`config.mk`:
```
export PLATFORM = sky130hd
export DESIGN_NAME = interval_timer_readback
export DESIGN_NICKNAME = d
export VERILOG_FILES = /design/src/core/interval_timer_readback_pkg.sv /design/src/core/interval_timer_readback.sv
export SDC_FILE = /design/constraint.sdc
export NUM_CORES = 1
export LEC_CHECK = 0
export BUFFER_PORTS_ARGS = -buffer_cell sky130_fd_sc_hd__buf_2
export CAP_MARGIN = 20
export CORE_MARGIN = 4
export CORE_UTILIZATION = 57
export CTS_CLUSTER_SIZE = 10
export DETAILED_ROUTE_END_ITERATION = 10
export GPL_ROUTABILITY_DRIVEN = 0
export PLACE_DENSITY = 0.77
export SKIP_CTS_REPAIR_TIMING = 1
export SYNTH_ARGS = -nofsm -noshare
export SYNTH_HDL_FRONTEND = slang
export SYNTH_SLANG_ARGS = --single-unit
```
`constraint.sdc`:
```
create_clock -name ref_clk -period 2.35 [get_ports ref_clk]
set_input_delay 0.235 -clock ref_clk [delete_from_list [all_inputs] [get_ports ref_clk]]
set_output_delay 0.235 -clock ref_clk [all_outputs]
set_load 0.01 [all_outputs]
```
`src/core/interval_timer_readback_pkg.sv`:
```
`default_nettype none

package interval_timer_readback_pkg;

	// Port map, low address byte
	localparam logic [7:0] PORT_CTR0 = 8'h40;
	localparam logic [7:0] PORT_CTR1 = 8'h41;
	localparam logic [7:0] PORT_CTR2 = 8'h42;
	localparam logic [7:0] PORT_CTRL = 8'h43;

	// Control word fields
	localparam int CW_SC_LSB   = 6;
	localparam int CW_RW_LSB   = 4;
	localparam int CW_MODE_LSB = 1;
	localparam int CW_BCD_BIT  = 0;

	// Select and access codes
	localparam logic [1:0] SC_READBACK = 2'h3;
	localparam logic [1:0] RW_LATCH    = 2'h0;
	localparam logic [1:0] RW_LSB      = 2'h1;
	localparam logic [1:0] RW_MSB      = 2'h2;
	localparam logic [1:0] RW_LH       = 2'h3;

	// Read-back command fields, latch bits active low
	localparam int RB_COUNT_N_BIT  = 5;
	localparam int RB_STATUS_N_BIT = 4;
	localparam int RB_SEL_LSB      = 1;

	// Status byte layout
	localparam int ST_OUT_BIT  = 7;
	localparam int ST_NULL_BIT = 6;

	// Read answer for the write-only or unmapped ports
	localparam logic [7:0] READ_IDLE = 8'hFF;

	// Timer clock derived from the reference clock
	localparam int REF_CLK_HZ       = 20000000;
	localparam int TIMER_CLK_HZ     = 1193000;
	localparam int TICK_DIV_DEFAULT = REF_CLK_HZ / TIMER_CLK_HZ;

	// Value after reset of every state bit
	localparam logic RESET_BIT = 1'b0;

endpackage : interval_timer_readback_pkg

`default_nettype wire

```
`src/core/interval_timer_readback.sv`:
```
// How it works
// - Ports 40h-42h pick counters; reads follow LSB, MSB or LSB-then-MSB format.
// - Counters zero and one always count; unlatched reads may catch a change.
// - Counter two counts only while its gate input is high; stopped reads stable.
// - Latch command freezes a counter's hold latch until read or reprogrammed.
// - Latching never stops counting nor changes the programmed mode.
// - A second latch before the read is ignored; first value is returned.
// - Two-byte reads may be split by any delay or other counter accesses.
// - Each counter keeps its own read and write byte pointers.
// - Read-back latches count and/or status of selected counters for port reads.
// - Read-back count bit low latches counts; each unlatches on its own read.
// - Repeated count read-backs before the read are ignored.
// - Read-back status bit low latches status, readable only once latched.
// - Repeated status latches before the read are ignored.
// - Both bits low latch count and status, each with first-latch-wins.
// - With both latched, status reads first, then the count bytes, then live.
// - Writes to 43h go to the write-only control word register.
`timescale 1ns/100ps
`default_nettype none

module interval_timer_readback #(
	parameter int TICK_DIV = interval_timer_readback_pkg::TICK_DIV_DEFAULT
) (
	input  wire logic       ref_clk,
	input  wire logic       rst_n,
	input  wire logic [7:0] io_addr,
	input  wire logic       io_rd,
	input  wire logic       io_wr,
	input  wire logic [7:0] io_wdata,
	input  wire logic       spkr_gate_en,
	output logic      [7:0] io_rdata,
	output logic            io_rvalid,
	output logic      [2:0] timer_out
);

	typedef struct packed {
		logic [15:0] ce;         // counting element
		logic [15:0] cr;         // count register
		logic [15:0] count_hold_latch;
		logic [7:0]  st;         // latched status
		logic        hold_full;
		logic        st_full;
		logic        rd_msb;     // read pointer
		logic        wr_msb;     // write pointer
		logic        load_pend;
		logic        null_cnt;
		logic        out;
		logic [1:0]  rw;
		logic [2:0]  mode;
		logic        bcd;
	} ctr_t;

	typedef struct packed {
		ctr_t [2:0]  ctr;
		logic [15:0] pre;
		logic [7:0]  rdata;
		logic        rvalid;
	} state_t;

	state_t s_reg;
	state_t s_next;

	logic       cw_wr;
	logic       tick;
	logic [2:0] gate;
	logic [2:0] rd_hit;
	logic [2:0] wr_hit;
	logic [2:0] lat_cnt;
	logic [2:0] lat_st;
	logic [2:0] prog;

	// Divider length that the prescaler register can hold
	if (TICK_DIV < 1 || TICK_DIV > 65535) begin : g_bad_div
		$error("TICK_DIV out of range");
	end

	// Status byte of one counter
	function automatic logic [7:0] status_of(input ctr_t c);
		status_of = {c.out, c.null_cnt, c.rw, c.mode, c.bcd};
	endfunction : status_of

	// Port index decode
	function automatic logic port_is(input logic [7:0] a, input int i);
		port_is = a == interval_timer_readback_pkg::PORT_CTR0 + 8'(i);
	endfunction : port_is

	// Request decode per counter
	assign cw_wr = io_wr && io_addr == interval_timer_readback_pkg::PORT_CTRL;
	assign gate  = {spkr_gate_en, 1'b1, 1'b1};
	assign tick  = s_reg.pre == 16'h0000;

	always_comb begin
		for (int i = 0; i < 3; i++) begin
			rd_hit[i] = io_rd && port_is(io_addr, i);
			wr_hit[i] = io_wr && port_is(io_addr, i);
			prog[i]   = 1'b0;
			lat_cnt[i] = 1'b0;
			lat_st[i]  = 1'b0;
			if (cw_wr) begin
				if (io_wdata[7:6] == interval_timer_readback_pkg::SC_READBACK) begin
					// Read-back select bits, counter i at bit 1+i
					lat_cnt[i] = io_wdata[interval_timer_readback_pkg::RB_SEL_LSB + i]
						&& !io_wdata[interval_timer_readback_pkg::RB_COUNT_N_BIT];
					lat_st[i] = io_wdata[interval_timer_readback_pkg::RB_SEL_LSB + i]
						&& !io_wdata[interval_timer_readback_pkg::RB_STATUS_N_BIT];
				end else if (io_wdata[7:6] == 2'(i)) begin
					lat_cnt[i] = io_wdata[5:4] == interval_timer_readback_pkg::RW_LATCH;
					prog[i] = io_wdata[5:4] != interval_timer_readback_pkg::RW_LATCH;
				end
			end
		end
	end

	// Next state: prescaler, counting, latching, port reads and writes
	always_comb begin
		logic [15:0] val;
		logic        done;
		val = 16'h0000;
		done = 1'b0;
		s_next = s_reg;
		s_next.rvalid = 1'b0;
		s_next.pre = tick ? 16'(TICK_DIV - 1) : s_reg.pre - 16'h0001;
		if (io_rd) begin
			s_next.rvalid = 1'b1;
			s_next.rdata = interval_timer_readback_pkg::READ_IDLE;
		end
		for (int i = 0; i < 3; i++) begin
			// Counting element, independent of any latch
			if (tick && s_reg.ctr[i].load_pend) begin
				s_next.ctr[i].ce = s_reg.ctr[i].cr;
				s_next.ctr[i].load_pend = 1'b0;
				s_next.ctr[i].null_cnt = 1'b0;
				s_next.ctr[i].out = 1'b0;
			end else if (tick && gate[i]) begin
				s_next.ctr[i].ce = s_reg.ctr[i].ce - 16'h0001;
				if (s_reg.ctr[i].ce == 16'h0001) begin
					s_next.ctr[i].out = 1'b1;
				end
			end
			// Latches capture only when empty: first one wins
			if (lat_cnt[i] && !s_reg.ctr[i].hold_full) begin
				s_next.ctr[i].count_hold_latch = s_reg.ctr[i].ce;
				s_next.ctr[i].hold_full = 1'b1;
			end
			if (lat_st[i] && !s_reg.ctr[i].st_full) begin
				s_next.ctr[i].st = status_of(s_reg.ctr[i]);
				s_next.ctr[i].st_full = 1'b1;
			end
			// Reprogramming drops latches and resets both pointers
			if (prog[i]) begin
				s_next.ctr[i].rw = io_wdata[5:4];
				s_next.ctr[i].mode = io_wdata[3:1];
				s_next.ctr[i].bcd = io_wdata[0];
				s_next.ctr[i].hold_full = 1'b0;
				s_next.ctr[i].st_full = 1'b0;
				s_next.ctr[i].rd_msb = 1'b0;
				s_next.ctr[i].wr_msb = 1'b0;
				s_next.ctr[i].null_cnt = 1'b1;
				s_next.ctr[i].out = 1'b0;
			end
			// Port read: status first, then count bytes
			if (rd_hit[i]) begin
				if (s_reg.ctr[i].st_full) begin
					s_next.rdata = s_reg.ctr[i].st;
					s_next.ctr[i].st_full = 1'b0;
				end else begin
					val = s_reg.ctr[i].hold_full ?
						s_reg.ctr[i].count_hold_latch : s_reg.ctr[i].ce;
					case (s_reg.ctr[i].rw)
						interval_timer_readback_pkg::RW_MSB: begin
							s_next.rdata = val[15:8];
							done = 1'b1;
						end
						interval_timer_readback_pkg::RW_LH: begin
							s_next.rdata = s_reg.ctr[i].rd_msb ? val[15:8] : val[7:0];
							s_next.ctr[i].rd_msb = !s_reg.ctr[i].rd_msb;
							done = s_reg.ctr[i].rd_msb;
						end
						default: begin
							s_next.rdata = val[7:0];
							done = 1'b1;
						end
					endcase
					if (done) begin
						s_next.ctr[i].hold_full = 1'b0;
					end
				end
			end
			// Port write: own write pointer, load on the next tick
			if (wr_hit[i]) begin
				case (s_reg.ctr[i].rw)
					interval_timer_readback_pkg::RW_MSB: begin
						s_next.ctr[i].cr = {io_wdata, 8'h00};
						s_next.ctr[i].load_pend = 1'b1;
						s_next.ctr[i].null_cnt = 1'b1;
					end
					interval_timer_readback_pkg::RW_LH: begin
						if (s_reg.ctr[i].wr_msb) begin
							s_next.ctr[i].cr[15:8] = io_wdata;
							s_next.ctr[i].load_pend = 1'b1;
							s_next.ctr[i].null_cnt = 1'b1;
						end else begin
							s_next.ctr[i].cr[7:0] = io_wdata;
						end
						s_next.ctr[i].wr_msb = !s_reg.ctr[i].wr_msb;
					end
					default: begin
						s_next.ctr[i].cr = {8'h00, io_wdata};
						s_next.ctr[i].load_pend = 1'b1;
						s_next.ctr[i].null_cnt = 1'b1;
					end
				endcase
			end
		end
	end

	// State register
	always_ff @(posedge ref_clk or negedge rst_n) begin
		if (!rst_n) begin
			s_reg <= {$bits(state_t){interval_timer_readback_pkg::RESET_BIT}};
		end else begin
			s_reg <= s_next;
		end
	end

	assign io_rdata  = s_reg.rdata;
	assign io_rvalid = s_reg.rvalid;
	assign timer_out = {s_reg.ctr[2].out, s_reg.ctr[1].out, s_reg.ctr[0].out};

	// Per-counter checks
	for (genvar g = 0; g < 3; g++) begin : g_chk
		property p_latch_capture;
			@(posedge ref_clk) disable iff (!rst_n)
			lat_cnt[g] && !s_reg.ctr[g].hold_full && !rd_hit[g]
			|=> s_reg.ctr[g].hold_full
			&& s_reg.ctr[g].count_hold_latch == $past(s_reg.ctr[g].ce);
		endproperty
		a_latch_capture: assert property (p_latch_capture)
			else $error("count not captured by latch");

		property p_first_latch_wins;
			@(posedge ref_clk) disable iff (!rst_n)
			s_reg.ctr[g].hold_full && lat_cnt[g] && !rd_hit[g] && !prog[g]
			|=> $stable(s_reg.ctr[g].count_hold_latch);
		endproperty
		a_first_latch_wins: assert property (p_first_latch_wins)
			else $error("second count latch overwrote the first");

		property p_latch_keeps_mode;
			@(posedge ref_clk) disable iff (!rst_n)
			lat_cnt[g] && !prog[g]
			|=> $stable(s_reg.ctr[g].mode) && $stable(s_reg.ctr[g].rw);
		endproperty
		a_latch_keeps_mode: assert property (p_latch_keeps_mode)
			else $error("latch changed programmed mode");

		property p_status_first;
			@(posedge ref_clk) disable iff (!rst_n)
			rd_hit[g] && s_reg.ctr[g].st_full
			|=> io_rvalid && io_rdata == $past(s_reg.ctr[g].st)
			&& !s_reg.ctr[g].st_full;
		endproperty
		a_status_first: assert property (p_status_first)
			else $error("latched status not returned first");

		property p_status_hold;
			@(posedge ref_clk) disable iff (!rst_n)
			s_reg.ctr[g].st_full && lat_st[g] && !rd_hit[g] && !prog[g]
			|=> $stable(s_reg.ctr[g].st) && s_reg.ctr[g].st_full;
		endproperty
		a_status_hold: assert property (p_status_hold)
			else $error("repeated status latch not ignored");

		property p_status_capture;
			@(posedge ref_clk) disable iff (!rst_n)
			lat_st[g] && !s_reg.ctr[g].st_full
			|=> s_reg.ctr[g].st == status_of($past(s_reg.ctr[g]));
		endproperty
		a_status_capture: assert property (p_status_capture)
			else $error("status not captured");

		property p_lsb_read;
			@(posedge ref_clk) disable iff (!rst_n)
			rd_hit[g] && !s_reg.ctr[g].st_full && !s_reg.ctr[g].hold_full
			&& s_reg.ctr[g].rw == interval_timer_readback_pkg::RW_LSB
			|=> io_rdata == $past(s_reg.ctr[g].ce[7:0]);
		endproperty
		a_lsb_read: assert property (p_lsb_read)
			else $error("low byte read returned wrong value");

		property p_two_byte_unlatch;
			@(posedge ref_clk) disable iff (!rst_n)
			rd_hit[g] && !s_reg.ctr[g].st_full && s_reg.ctr[g].hold_full
			&& s_reg.ctr[g].rw == interval_timer_readback_pkg::RW_LH
			|=> s_reg.ctr[g].hold_full == !$past(s_reg.ctr[g].rd_msb);
		endproperty
		a_two_byte_unlatch: assert property (p_two_byte_unlatch)
			else $error("latch released at the wrong byte");

		property p_latched_pair;
			@(posedge ref_clk) disable iff (!rst_n)
			rd_hit[g] && !s_reg.ctr[g].st_full && s_reg.ctr[g].hold_full
			&& s_reg.ctr[g].rw == interval_timer_readback_pkg::RW_LH
			|=> io_rdata == ($past(s_reg.ctr[g].rd_msb) ?
			$past(s_reg.ctr[g].count_hold_latch[15:8]) :
			$past(s_reg.ctr[g].count_hold_latch[7:0]));
		endproperty
		a_latched_pair: assert property (p_latched_pair)
			else $error("latched byte returned out of order");

		property p_count_step;
			@(posedge ref_clk) disable iff (!rst_n)
			tick && gate[g] && !s_reg.ctr[g].load_pend
			|=> s_reg.ctr[g].ce == $past(s_reg.ctr[g].ce) - 16'h0001;
		endproperty
		a_count_step: assert property (p_count_step)
			else $error("counting element skipped a tick");
	end

	property p_gate_stops;
		@(posedge ref_clk) disable iff (!rst_n)
		!spkr_gate_en && !s_reg.ctr[2].load_pend
		|=> $stable(s_reg.ctr[2].ce);
	endproperty
	a_gate_stops: assert property (p_gate_stops)
		else $error("counter two moved with gate off");

	// Every read gets its answer strobe one cycle later
	property p_read_answer;
		@(posedge ref_clk) disable iff (!rst_n)
		io_rd |=> io_rvalid;
	endproperty
	a_read_answer: assert property (p_read_answer)
		else $error("read got no answer strobe");

	property p_ctrl_read_idle;
		@(posedge ref_clk) disable iff (!rst_n)
		io_rd && io_addr == interval_timer_readback_pkg::PORT_CTRL
		|=> io_rdata == interval_timer_readback_pkg::READ_IDLE;
	endproperty
	a_ctrl_read_idle: assert property (p_ctrl_read_idle)
		else $error("control port read not idle");

	// Counter one has no gate of its own and never stalls
	property p_free_run;
		@(posedge ref_clk) disable iff (!rst_n)
		tick && !s_reg.ctr[1].load_pend
		|=> s_reg.ctr[1].ce != $past(s_reg.ctr[1].ce);
	endproperty
	a_free_run: assert property (p_free_run)
		else $error("counter one stood still");

endmodule : interval_timer_readback

`default_nettype wire

```
# [Yosys cells after proc, flatten, opt, wreduce, memory -nomap -nowiden]
# Index checks and enable logic that the tools add are counted.
[totals] out_inout_bits=12 word_cells=253 in_bits=21 regBits=232
[op_classes] n_reduce_logical=60 addsub=4 n_eq_ne=22 mux=119
[op_table] cell="16-bit 2-to-1 mux" count=10
[op_table] cell="8-bit 2-to-1 mux" count=18
[op_table] cell="16-bit one-hot mux with 2 select lines" count=3
[op_table] cell="1-bit 2-to-1 mux" count=66
[op_table] cell="16-bit by 1-bit subtractor with 16-bit output (second input constant)" count=4
[op_table] cell="16-bit by 1-bit equality test with 1-bit output (second input constant)" count=3
[op_table] cell="8-bit one-hot mux with 2 select lines" count=3
[op_table] cell="8-bit by 7-bit equality test with 1-bit output (second input constant)" count=4
[op_table] cell="1-bit logical AND" count=23
[op_table] cell="2-bit 2-to-1 mux" count=9
[op_table] cell="3-bit 2-to-1 mux" count=6
[op_table] cell="2-bit AND reduction" count=9
[op_table] cell="3-bit nonzero test" count=6
[op_table] cell="2-bit equality test (second input constant)" count=8
[op_table] cell="16-bit zero test" count=1
[op_table] cell="1-bit zero test" count=14
[op_table] cell="4-bit 2-to-1 mux" count=3
[op_table] cell="2-bit inequality test (second input constant)" count=6
[op_table] cell="9-bit 2-to-1 mux" count=1
[op_table] cell="2-bit nonzero test" count=4
[op_table] cell="2-bit zero test" count=2
[op_table] cell="4-bit nonzero test" count=1
[op_table] cell="2-bit by 1-bit equality test with 1-bit output (second input constant)" count=1

# [Longest topological paths before layout]
[logic_depth] ltp_word=10 mapped_depth=10 depth_no_buf=7

# [Worst setup path after synthesis]
# OpenSTA, ideal clock, no wires.
[synth_timing] path_type="in2reg" start="input port io_addr[3]" end="register s_reg[52] (netlist name)" stages=6 t_required_ns=2.225 arrival_time_ns=2.334 setup_ns=0.125 setup_slack_ns=-0.109 n_path_buf=2 path_cell_list="or4_4 -> or4_1 -> buf_6 -> nor4_4 -> buf_6 -> mux2_2"
[synth_between] elab_chain_cells=4
[synth_lines] element="start, declared" line="interval_timer_readback.sv:26" rtl="input wire logic [7:0] io_addr,"
[synth_lines] element="8-bit by 7-bit equality test with 1-bit output" line="interval_timer_readback.sv:88" rtl="assign cw_wr = io_wr && io_addr == interval_timer_readback_pkg::PORT_CTRL;"
[synth_lines] element="1-bit logical AND" line="interval_timer_readback.sv:88"
[synth_lines] element="1-bit 2-to-1 mux" line="interval_timer_readback.sv:99" rtl="if (cw_wr) begin"
[synth_lines] element="1-bit logical AND" line="interval_timer_readback.sv:141" rtl="if (lat_cnt[i] && !s_reg.ctr[i].hold_full) begin"
[synth_lines] element="end signal, assigned" line="interval_timer_readback.sv:220" rtl="s_reg <= {$bits(state_t){interval_timer_readback_pkg::RESET_BIT}};"
[synth_lines] element="end signal, assigned" line="interval_timer_readback.sv:222" rtl="s_reg <= s_next;"
[synth_lines] element="end, declared" line="interval_timer_readback.sv:60" rtl="state_t s_reg;"
# Every way passes these cells.
# A chain may end at the register's enable or synchronous reset.

# [Worst setup path in the final report]
[layout_timing] start="register s_reg[18] (netlist name)" end="register s_reg[79] (netlist name)"
[layout_between] elab_chain_cells=3 word_cells_on_any_way=4 classes_between="1 x mux; 3 x reduce/logical"
[layout_lines] element="16-bit zero test (*)" line="interval_timer_readback.sv:90" rtl="assign tick = s_reg.pre == 16'h0000;"
[layout_lines] element="1-bit logical AND" line="interval_timer_readback.sv:129" rtl="if (tick && s_reg.ctr[i].load_pend) begin"
[layout_lines] element="16-bit 2-to-1 mux or 2-bit nonzero test (tied branches)"
# Every way passes the cells marked *; elsewhere a longest branch is shown, timed or not.

==> flow_summary.toml <==
[logic_synthesis]
syn-instance-count = 1140
synth-edff-count = 0
synth_cell_types = 67
synth_top_area_share_pct = 49.13
synth_top_area_cell = "dfrtp_1"
async_reset_ff_share_pct = 100.0
syn_avg_cell_area_sq_um = 10.37
yosys-top-cells-area = "dfrtp_1 (49%), mux2_2 (6.7%), o21ai_0 (4.9%)"
synth_seq_area_share_pct = 49.13
synth.yosys.warnings = 0
synth-seq-cells = 232
synth_ff_type = "dfrtp_1"
syn-cell-area_sq_um = 11820
syn_nets = 1169

[floorplanning]
start_util_pct = 58.21
die_y_microns = 152.0
die-width_microns = 152.0
coreArea_sq_um = 20300
num_rows = 52
ioPinCount = 33
dieArea_sq_um = 23100

[sta]
setup-tns-final_ns = 0
grt_setup_unrepaired = "no"
setup-violations-final = 0
slew_violations = 0
finClkSkew_ns = 0.01789
hold_viol = 0
fin_crit_ns = 2.208
hold_slack_ns = 0.07100
finalCritPeriodShare_pct = 93.96
worst_pin_slew_ns = 0.7048
fmax_mhz = 452.9
slew_headroom_pct = 53.01

[global_routing]
antenna_found_initial = 0
grt_max_degree = 72
grt_usage_pct = 26.12
grt_pass1_vias = 9320
grt_overflow_total = 0
grt_pass1_wl_microns = 49610

[clock_network]
cts_tree = "yes"
htreeDepth = 1
cts_buffers = 27
cts-root-buf = "clkbuf_16"
cts_max_path_buffers = 3
cts_sinks = 232
clk_latency_ns = 0.53
path_clk_slew_ns = 0.06

[final_layout]
utilization_pct = 65.64
post-route-cell-area_sq_um = 13330
syn2layout_area_growth_pct = 12.77
largest_reg_flops = 220
diodes = 0
final_nets = 1222
nFillCells = 1557
drive_above_1_share_pct = 22.04

[detailed_routing]
vias_per_cell = 6.424
initialDrtViolationCount = 1027
num_vias = 9430
ant_nets = 0
firstDrtPassIters = 5
wl_per_cell_microns = 20.82
routed_wl_microns = 30570
drc = 0

[worst_setup_path]
worst_r2r_endpoint = "s_reg[79]"
startpoint = "s_reg[18]"
cp.required_ns = 2.75
cp_cell_sequence = "or4_1 -> nor3_2 -> buf_4 -> nand2_1 -> buf_4 -> a211oi_1 -> a21oi_1"
path_class = "reg -> reg"
arrival_ns = 2.61
worst_setup_path_end_kind = "register"
slowest_delay_ns = 0.58
critPathLaunchType = "register"
r2r_start = "s_reg[18]"
cp_slowest_cell = "or4_1"
cp.depth = 7
reg2regPathDepth = 7
crit_family = "simple AND/OR/NAND/NOR gates"
crit_fanout = 25
path_buf_inv = 2
cpMostUsedCell = "buf_4"
r2r_setup_slack_ns = 0.14
crit_end = "s_reg[79]"

[placed_design]
place_area_sq_um = 12600
hpwl_microns = 21200
port_buffers = 32

[outcome]
status = "finished clean"

[hold_path]
hold_class = "in -> reg"
min_from = "io_wr"

[run]
max_cap_violations = 0

[pwr]
power.density_nw_per_um2 = 647.5
leakage_nw = 5.882
vdd_drop_max_mv = 0.3795
-- kinds of logic after synthesis --
group           share of synthesized area [%]
flops                                   49.13
xor+xnor                                1.186
compound gates                          14.43
simple gates                            15.86
fa+ha+maj                              0.8471
buf+inv                                 5.093
mux                                     13.45
-- placed cells by master, fill, tap and decap left out, types with 10 or more instances in the layout --
| master | Yosys | routed |
|---|---|---|
| nand3_1 | 53 | 53 |
| nor3_1 | 26 | 24 |
| buf_2 | 4 | 31 |
| buf_4 | 11 | 66 |
| mux2_4 | 20 | 20 |
| o21ai_0 | 115 | 115 |
| inv_1 | 52 | 52 |
| dfrtp_1 | 232 | 232 |
| mux2_2 | 70 | 70 |
| clkbuf_16 | 0 | 27 |
| a21o_1 | 10 | 10 |
| a21oi_1 | 58 | 58 |
| nor4_1 | 21 | 21 |
| nand4_1 | 11 | 11 |
| o2bb2ai_1 | 15 | 15 |
| a22oi_1 | 14 | 14 |
| nand2b_1 | 12 | 12 |
| nand2_1 | 80 | 80 |
| nor2_1 | 87 | 87 |
| mux4_2 | 20 | 20 |
-- synth_stat cells, types with 12 or more instances --
master,n
a21oi_1,58
a22oi_1,14
clkbuf_1,58
dfrtp_1,232
inv_1,52
mux2_2,70
mux2_4,20
mux4_2,20
nand2_1,80
nand2b_1,12
nand3_1,53
nor2_1,87
nor3_1,26
nor4_1,21
o21ai_0,115
o2bb2ai_1,15
-- worst register-to-register path, cell delays in order, from the launching register on --
cell      delay (ns)
dfrtp_1         0.44
or4_1           0.58
nor3_2          0.20
buf_4           0.22
nand2_1         0.08
buf_4           0.23
a211oi_1        0.26
a21oi_1         0.07
-- through the flow --
stage          total power [mW]  std cells  setup slack (ns)
6_report                  8.628       1468            0.1419
5_1_grt                   8.918       1468           0.01988
4_1_cts                   8.650       1467         -0.004390
3_5_place_dp              5.096       1433           -0.1477
3_3_place_gp              5.065       1433           -0.1281
2_1_floorplan             4.732       1140           -0.1046
-- final cells by class --
cell class	count	area [sq um]	area share (%)
Clock buffer	32	694.4	5.211
Clock inverter	2	13.76	0.1033
Inverter	52	195.2	1.465
Multi-Input combinational cell	773	5443	40.85
Sequential cell	232	5806	43.57
Tap cell	270	337.8	2.535
Timing Repair Buffer	107	835.8	6.272
-- layer usage --
metal  part of all wire [%]  global-route usage [%]
met3                    8.1                   3.896
met5                      0                       0
met2                     46                   39.54
met4                    3.5                   9.289
met1                     43                   38.81
-- worst min path at each step --
| stage | cells past startpoint | slack (ns) | end |
|---|---|---|---|
| 6_report | 3 | 0.07 | s_reg[34] |
| 5_1_grt | 3 | 0.11 | s_reg[216] |
| 4_1_cts | 1 | -0.32 | s_reg[22] |
| 3_5_place_dp | 1 | 0.24 | s_reg[19] |
| 3_3_place_gp | 1 | 0.24 | s_reg[13] |
| 2_1_floorplan | 0 | -0.06 | io_rdata[0] |
-- report_power, final --
part / total [mW] / internal (mW) / switching [mW]
sequential: 4.36 / 4.15 / 0.201
combinational: 0.691 / 0.290 / 0.401
clock: 3.58 / 2.04 / 1.54
Note: power is estimated with default switching activity, not from simulation.
